--- config.mk ---
export PLATFORM = sky130hd
export DESIGN_NAME = xad_core
export DESIGN_NICKNAME = d
export VERILOG_FILES = /design/src/hw/xad_pkg.sv /design/src/hw/xad_dir_reg.sv /design/src/hw/xad_core.sv
export SDC_FILE = /design/constraint.sdc
export NUM_CORES = 1
export LEC_CHECK = 0
export ABC_AREA = 1
export BUFFER_PORTS_ARGS = -buffer_cell sky130_fd_sc_hd__buf_2
export CAP_MARGIN = 25
export CELL_PAD_IN_SITES_DETAIL_PLACEMENT = 1
export CELL_PAD_IN_SITES_GLOBAL_PLACEMENT = 2
export CORE_ASPECT_RATIO = 0.7
export CORE_UTILIZATION = 31
export CTS_BUF_LIST = sky130_fd_sc_hd__clkbuf_8
export CTS_CLUSTER_SIZE = 12
export DETAILED_ROUTE_END_ITERATION = 12
export GPL_TIMING_DRIVEN = 0
export PLACE_DENSITY_LB_ADDON = 0.1
export SYNTH_ARGS = -nofsm -noshare
export SYNTH_HDL_FRONTEND = slang
export SYNTH_HIERARCHICAL = 1
export SYNTH_SLANG_ARGS = --single-unit
--- constraint.sdc ---
create_clock -name clk_i -period 2.5 [get_ports clk_i]
set_clock_uncertainty 0.15 [all_clocks]
set_input_delay 0.625 -clock clk_i [delete_from_list [all_inputs] [get_ports clk_i]]
set_output_delay 0.625 -clock clk_i [all_outputs]
set_load 0.005 [all_outputs]
--- src/hw/xad_pkg.sv ---
// constants shared by the xor and port direction instruction block
package xad_pkg;
	localparam int          INSTR_W        = 14;
	localparam int          DATA_W         = 8;
	localparam int          FADDR_W        = 7;
	// port direction load: 00 0000 0110 0fff
	localparam logic [10:0] DIR_LOAD_MATCH = 11'h00c;
	localparam int          DIR_SEL_W      = 3;
	localparam logic [2:0]  DIR_SEL_MIN    = 3'h5;
	localparam logic [2:0]  DIR_SEL_MAX    = 3'h7;
	localparam int          NUM_DIR        = 3;
	// literal xor: 11 1010 kkkk kkkk
	localparam logic [5:0]  XOR_LIT_OP     = 6'h3a;
	// file xor: 00 0110 dfff ffff
	localparam logic [5:0]  XOR_FILE_OP    = 6'h06;
	localparam int          DEST_BIT       = 7;
	// direction registers also live in the file map at these addresses
	localparam logic [6:0]  DIR_FADDR_BASE = 7'h05;
	localparam logic [7:0]  DIR_RESET      = 8'hff;
	localparam logic [7:0]  ACC_RESET      = 8'h00;
	localparam logic [1:0]  PHASE_DECODE   = 2'h0;
	localparam logic [1:0]  PHASE_READ     = 2'h1;
	localparam logic [1:0]  PHASE_PROC     = 2'h2;
	localparam logic [1:0]  PHASE_WRITE    = 2'h3;
endpackage

--- src/hw/xad_dir_reg.sv ---
// one port direction register, loadable by instruction or file write
`timescale 1ns/1ps
`default_nettype none
module xad_dir_reg
	import xad_pkg::*;
(
	input  wire logic              clk_i,
	input  wire logic              reset_i,
	input  wire logic              load_i,
	input  wire logic [DATA_W-1:0] data_i,
	output logic      [DATA_W-1:0] value_o
);
	logic [DATA_W-1:0] value_q;
	logic [DATA_W-1:0] value_d;

	// next value: hold unless loaded
	always_comb begin
		value_d = load_i ? data_i : value_q;
	end

	always_ff @(posedge clk_i) begin
		if (reset_i) begin
			value_q <= DIR_RESET;
		end else begin
			value_q <= value_d;
		end
	end

	assign value_o = value_q;
endmodule
`default_nettype wire

--- src/hw/xad_core.sv ---
// decode and execute of direction load, literal xor and file xor
`timescale 1ns/1ps
`default_nettype none
module xad_core
	import xad_pkg::*;
(
	input  wire logic                        clk_i,
	input  wire logic                        reset_i,
	input  wire logic                        instr_valid_i,
	input  wire logic [xad_pkg::INSTR_W-1:0] instr_i,
	input  wire logic [xad_pkg::DATA_W-1:0]  file_rdata_i,
	output logic                             instr_ready_o,
	output logic      [xad_pkg::FADDR_W-1:0] file_addr_o,
	output logic                             file_rd_o,
	output logic                             file_we_o,
	output logic      [xad_pkg::DATA_W-1:0]  file_wdata_o,
	output logic      [xad_pkg::DATA_W-1:0]  acc_o,
	output logic                             zero_flag_o,
	output logic                             zero_we_o,
	output logic                             done_o,
	output logic      [xad_pkg::DATA_W-1:0]  dir_5_o,
	output logic      [xad_pkg::DATA_W-1:0]  dir_6_o,
	output logic      [xad_pkg::DATA_W-1:0]  dir_7_o
);
	typedef enum {OP_NONE, OP_DIR, OP_XLIT, OP_XFILE} xad_op_type;

	////////////////////////////////////////////////////////////////////
	// state
	logic [1:0]         phase_q, phase_d;
	xad_op_type         op_q, op_d;
	logic [INSTR_W-1:0] ir_q, ir_d;
	logic [DATA_W-1:0]  opnd_q, opnd_d;
	logic [DATA_W-1:0]  res_q, res_d;
	logic [DATA_W-1:0]  acc_q, acc_d;
	logic               zero_q, zero_d;
	logic               zwe_q, zwe_d;
	logic               done_q, done_d;
	logic               rdy_q, rdy_d;
	logic [FADDR_W-1:0] fa_q, fa_d;
	logic               frd_q, frd_d;
	logic               fwe_q, fwe_d;
	logic [DATA_W-1:0]  fwd_q, fwd_d;
	logic [NUM_DIR-1:0] dir_ld;
	logic [DATA_W-1:0]  dir_val [NUM_DIR];
	logic               dest_file;

	assign dest_file = ir_q[DEST_BIT];

	////////////////////////////////////////////////////////////////////
	// four-phase instruction cycle; a new word is taken only in decode
	always_comb begin
		phase_d = phase_q;
		op_d    = op_q;
		ir_d    = ir_q;
		opnd_d  = opnd_q;
		res_d   = res_q;
		acc_d   = acc_q;
		zero_d  = zero_q;
		zwe_d   = 1'b0;
		done_d  = 1'b0;
		rdy_d   = 1'b0;
		fa_d    = fa_q;
		frd_d   = 1'b0;
		fwe_d   = 1'b0;
		fwd_d   = fwd_q;
		dir_ld  = '0;
		case (phase_q)
			PHASE_DECODE: begin
				if (rdy_q && instr_valid_i) begin
					ir_d    = instr_i;
					phase_d = PHASE_READ;
					op_d    = OP_NONE;
					// unknown words still run all four phases but change nothing
					if (instr_i[INSTR_W-1:DIR_SEL_W] == DIR_LOAD_MATCH
						&& instr_i[DIR_SEL_W-1:0] >= DIR_SEL_MIN) begin
						op_d = OP_DIR;
					end else if (instr_i[INSTR_W-1:DATA_W] == XOR_LIT_OP) begin
						op_d = OP_XLIT;
					end else if (instr_i[INSTR_W-1:DATA_W] == XOR_FILE_OP) begin
						op_d  = OP_XFILE;
						fa_d  = instr_i[FADDR_W-1:0];
						frd_d = 1'b1;
					end
				end else begin
					rdy_d = 1'b1;
				end
			end
			PHASE_READ: begin
				phase_d = PHASE_PROC;
				// file data is taken in the same cycle that the read strobe stands
				opnd_d  = (op_q == OP_XFILE) ? file_rdata_i : ir_q[DATA_W-1:0];
			end
			PHASE_PROC: begin
				phase_d = PHASE_WRITE;
				res_d   = (op_q == OP_DIR) ? acc_q : (acc_q ^ opnd_q);
			end
			PHASE_WRITE: begin
				phase_d = PHASE_DECODE;
				rdy_d   = 1'b1;
				done_d  = 1'b1;
				case (op_q)
					OP_DIR: begin
						// flags untouched by direction load
						dir_ld[ir_q[1:0] - 2'h1] = 1'b1;
					end
					OP_XLIT: begin
						acc_d  = res_q;
						zero_d = (res_q == '0);
						zwe_d  = 1'b1;
					end
					OP_XFILE: begin
						zero_d = (res_q == '0);
						zwe_d  = 1'b1;
						if (dest_file) begin
							fwe_d = 1'b1;
							fwd_d = res_q;
						end else begin
							acc_d = res_q;
						end
					end
					default: begin
					end
				endcase
			end
			default: phase_d = PHASE_DECODE;
		endcase
	end

	always_ff @(posedge clk_i) begin
		if (reset_i) begin
			phase_q <= PHASE_DECODE;
			op_q    <= OP_NONE;
			ir_q    <= '0;
			opnd_q  <= '0;
			res_q   <= '0;
			acc_q   <= ACC_RESET;
			zero_q  <= 1'b0;
			zwe_q   <= 1'b0;
			done_q  <= 1'b0;
			rdy_q   <= 1'b0;
			fa_q    <= '0;
			frd_q   <= 1'b0;
			fwe_q   <= 1'b0;
			fwd_q   <= '0;
		end else begin
			phase_q <= phase_d;
			op_q    <= op_d;
			ir_q    <= ir_d;
			opnd_q  <= opnd_d;
			res_q   <= res_d;
			acc_q   <= acc_d;
			zero_q  <= zero_d;
			zwe_q   <= zwe_d;
			done_q  <= done_d;
			rdy_q   <= rdy_d;
			fa_q    <= fa_d;
			frd_q   <= frd_d;
			fwe_q   <= fwe_d;
			fwd_q   <= fwd_d;
		end
	end

	////////////////////////////////////////////////////////////////////
	// direction registers: instruction load or ordinary file write
	for (genvar g = 0; g < NUM_DIR; g++) begin : g_dir
		logic file_hit;
		// a file-xor with d=1 aimed at a direction address also lands here;
		// the next-value strobe keeps it on the same edge as every other write
		assign file_hit = fwe_d && (fa_q == DIR_FADDR_BASE + 7'(g));
		xad_dir_reg u_dir (
			.clk_i   (clk_i),
			.reset_i (reset_i),
			.load_i  (dir_ld[g] | file_hit),
			.data_i  (dir_ld[g] ? res_q : fwd_d),
			.value_o (dir_val[g])
		);
	end

	assign instr_ready_o = rdy_q;
	assign file_addr_o   = fa_q;
	assign file_rd_o     = frd_q;
	assign file_we_o     = fwe_q;
	assign file_wdata_o  = fwd_q;
	assign acc_o         = acc_q;
	assign zero_flag_o   = zero_q;
	assign zero_we_o     = zwe_q;
	assign done_o        = done_q;
	assign dir_5_o       = dir_val[0];
	assign dir_6_o       = dir_val[1];
	assign dir_7_o       = dir_val[2];

	////////////////////////////////////////////////////////////////////
	// checks
	a_lit_result: assert property (@(posedge clk_i) disable iff (reset_i)
		(rdy_q && instr_valid_i && instr_i[13:8] == XOR_LIT_OP)
		|-> ##4 (acc_q == ($past(acc_q, 4) ^ $past(instr_i[7:0], 4)) && zwe_q))
		else $error("literal xor result wrong");
	a_dir_load: assert property (@(posedge clk_i) disable iff (reset_i)
		(rdy_q && instr_valid_i && instr_i == 14'h0067)
		|-> ##5 (dir_7_o == $past(acc_q, 5)))
		else $error("direction load wrong");
	a_dir_noflag: assert property (@(posedge clk_i) disable iff (reset_i)
		(op_q == OP_DIR) |-> !zwe_d)
		else $error("direction load touched flag");
	a_cycle_len: assert property (@(posedge clk_i) disable iff (reset_i)
		(rdy_q && instr_valid_i) |=> !done_q [*3] ##1 done_q)
		else $error("cycle length wrong");
	a_file_dest: assert property (@(posedge clk_i) disable iff (reset_i)
		(rdy_q && instr_valid_i && instr_i[13:8] == XOR_FILE_OP && instr_i[7])
		|-> ##4 (fwe_q && acc_q == $past(acc_q, 4)))
		else $error("file destination wrong");
	a_acc_dest: assert property (@(posedge clk_i) disable iff (reset_i)
		(op_q == OP_XFILE && phase_q == PHASE_WRITE && !dest_file) |=> (acc_q == $past(res_q)))
		else $error("acc destination wrong");
	a_zero_flag: assert property (@(posedge clk_i) disable iff (reset_i)
		zwe_q |-> (zero_q == (fwe_q ? (fwd_q == 8'h00) : (acc_q == 8'h00))))
		else $error("zero flag wrong");
	a_file_read: assert property (@(posedge clk_i) disable iff (reset_i)
		(rdy_q && instr_valid_i && instr_i[13:8] == XOR_FILE_OP)
		|=> (frd_q && fa_q == $past(instr_i[6:0])))
		else $error("file read missing");
	c_lit: cover property (@(posedge clk_i) op_q == OP_XLIT && done_d);
	c_file_w: cover property (@(posedge clk_i) fwe_q);
	c_dir: cover property (@(posedge clk_i) |dir_ld);
endmodule
`default_nettype wire

==> flow_metrics.env <==
export IMPL_status="completed"
export IMPL_die_area_sq_um=12200
export IMPL_synth_edf_count=0
export IMPL_netlist_area_sq_um=3640
export IMPL_ys_seq_elements=81
export IMPL_num_rows=32
export IMPL_worstMarginPinSlew_ns=0.624
export IMPL_coreArea_sq_um=11200
export IMPL_hold_viol=0
export IMPL_drv_slew=0
export IMPL_yosysTopAreaCell="dfxtp_1"
export IMPL_relSlewSlack=0.584
export IMPL_final_nets=640
export IMPL_ctsResizeCount=0
export IMPL_overflow=0
export IMPL_post_cts_setup_buffer_count=0
export IMPL_path_max_fanout=10
export IMPL_placedCellCount=752
export IMPL_ant_nets=0
export IMPL_grt_max_degree=14
export IMPL_clockRootBuffer="clkbuf_8"
export IMPL_comb_power_share=0.189
export IMPL_rsz0062_at_grt="false"
export IMPL_h_tree_depth=3
export IMPL_die_h_microns=92.6
export IMPL_start_util=0.325
export IMPL_antenna_cells=0
export IMPL_antenna_found_initial=0
export IMPL_cts_sinks=81
export IMPL_utilization=0.398
export IMPL_p_sw_frac=0.315
export IMPL_p_clk_frac=0.349
export IMPL_min_delay_path_class="reg -> reg"
export IMPL_register_area_sq_um=1620
export IMPL_yosysTopAreaCellShare=0.446
export IMPL_wl_per_cell_microns=14.8
export IMPL_p_sw_mw=1.07
export IMPL_drive_gt1_frac=0.192
export IMPL_syn_area_per_cell_sq_um=6.97
export IMPL_power_frac_seq=0.462
export IMPL_stdcell_count=768
export IMPL_endpoint_kind="flip-flop"
export IMPL_final_area_sq_um=4460
export IMPL_internal_power_mw=2.32
export IMPL_grt_util_all_layers=0.197
export IMPL_synthCells=522
export IMPL_vias=3612
export IMPL_areaGrowthSynthToFinish_pct=22.6
export IMPL_synth_nets=552
export IMPL_clk_latency_ns=0.37
export IMPL_avgViaCountPerCell=4.70
export IMPL_synthFlopType="dfxtp_1"
export IMPL_placed_cell_area_sq_um=4220
export IMPL_multi_input_area_sq_um=1650
export IMPL_drtIter0Drc=175
export IMPL_gp_congestion=0.777
export IMPL_die_w_microns=131
export IMPL_numCtsBuffers=9
export IMPL_power_leakage_nw=2.22
export IMPL_crit_type="reg -> reg"
export IMPL_max_vdd_ir_drop_uv=362
export IMPL_critPathLaunchType="flip-flop"
export IMPL_yosysUniqueCellTypes=24
export IMPL_layout_common_cells="nand2_1, nor2_1, buf_2, dfxtp_1, inv_1"
export IMPL_yosys_top_cells_area="dfxtp_1, nand2_1, nor2_1"
export IMPL_ctsHoldBuffers=0
export IMPL_setup_viol=0
export IMPL_drv_cap=0
export IMPL_clk_pin_slew_worst_paths_ns=0.08
export IMPL_yosys_warnings=6
export IMPL_wirelength_microns=11400
export IMPL_clk_path_buf_depth=2
export IMPL_grt_pass1_vias=3507
export IMPL_cts_tree="done"
export IMPL_post_route_period_util=0.856
export IMPL_min_period_ns=2.14
export IMPL_hpwl_microns=8880
export IMPL_drc=0
export IMPL_num_fill_cells=1478
export IMPL_layout_commonest_cell="nand2_1"
export IMPL_num_io_pins=78
export IMPL_worstPathArrival_ns=2.24
export IMPL_grt_pass1_wl_microns=18300
export IMPL_max_freq_mhz=467
export IMPL_portBuffers=77
export IMPL_first_pass_iters=5
export IMPL_seq_area_frac_synth=0.446
export IMPL_power_density_nw_per_um2=760
export IMPL_tns_ns=0
export IMPL_async_reset_ff_frac=0
export IMPL_required_ns=2.60
[final timing paths]
path,startpoint,to,cells after the start,slack (ns)
worst max-delay path,phase_q[0]$_SDFFE_PP0N_,g_dir[1].u_dir/value_o[5]$_SDFFE_PP1P_,11,0.36
worst min-delay path,g_dir[2].u_dir/value_o[0]$_SDFFE_PP1P_,g_dir[2].u_dir/value_o[0]$_SDFFE_PP1P_,2,0.31
worst max register to register,phase_q[0]$_SDFFE_PP0N_,g_dir[1].u_dir/value_o[5]$_SDFFE_PP1P_,11,0.36
worst min register to register,g_dir[2].u_dir/value_o[0]$_SDFFE_PP1P_,g_dir[2].u_dir/value_o[0]$_SDFFE_PP1P_,2,0.31
[cell usage after synthesis (5+ instances only)]
| library cell | number |
|---|---|
| a21oi_1 | 51 |
| nand2_1 | 119 |
| o21ai_2 | 7 |
| dfxtp_1 | 81 |
| ha_1 | 5 |
| nor2_1 | 82 |
| o211ai_1 | 8 |
| inv_1 | 62 |
| o21ai_0 | 30 |
| nand3_1 | 39 |
| clkbuf_1 | 10 |
[cell families after synthesis]
kind of cell / Yosys count / share of synthesized area
AOI/OAI and AO/OA: 101 / 0.153
adders and majority gates: 5 / 0.0172
buffers and inverters: 86 / 0.0997
DFF: 81 / 0.446
and+or+nand+nor: 249 / 0.284
[final cells by class]
| class | instances | area share |
|---|---|---|
| clock buffers | 10 | 0.0309 |
| well taps | 153 | 0.0429 |
| multi-input cells | 355 | 0.371 |
| clock inverters | 6 | 0.0238 |
| inverters | 67 | 0.0575 |
| plain buffers | 19 | 0.0238 |
| repair buffers | 77 | 0.0864 |
| flip-flops and latches | 81 | 0.364 |
[metal layers]
layer | up-vias | share of wire | global-route usage | wire, microns
li1 | 1839 | - | - | -
met1 | 1695 | 0.53 | 0.282 | 6050
met2 | 66 | 0.41 | 0.291 | 4650
met3 | 12 | 0.045 | 0.0471 | 513
met4 | 0 | 0.013 | 0.0581 | 152
met5 | - | 0 | 0 | 0
[sequential cells by signal, indices dropped and copies added (netlist names)]
name	cells
opnd_q	8
g_dir.u_dir/value_o	24
zero_we_o	1
op_q	2
res_q	8
file_wdata_o	8
zero_flag_o	1
file_we_o	1
file_rd_o	1
file_addr_o	7
ir_q	8
done_o	1
instr_ready_o	1
acc_o	8
phase_q	2
[power groups by stage]
stage | combinational, mW | sequential, mW | clock (mW)
CTS | 0.646 | 1.56 | 1.21
floorplan | 0.452 | 1.54 | 0
global route | 0.738 | 1.58 | 1.27
global placement | 0.625 | 1.59 | 0
finish | 0.641 | 1.57 | 1.18
detailed placement | 0.643 | 1.59 | 0
[per-stage QoR]
step / hold WS (ns) / setup WS (ns) / power [mW]
global placement: 0.286 / 0.242 / 2.21
global route: 0.342 / 0.171 / 3.59
finish: 0.306 / 0.359 / 3.39
detailed placement: 0.294 / 0.233 / 2.23
CTS: 0.316 / 0.311 / 3.42
floorplan: 0.295 / 0.681 / 1.99
[worst max-delay path: stages, from the launching register on]
cell     delay, ns
dfxtp_1       0.39
ha_1          0.16
buf_2         0.22
nand3_4       0.21
buf_6         0.21
inv_2         0.04
nand3_1       0.08
o21ai_1       0.20
buf_6         0.16
inv_2         0.07
nand2_1       0.07
nand3_1       0.07
(Power assumes the default switching activity.)
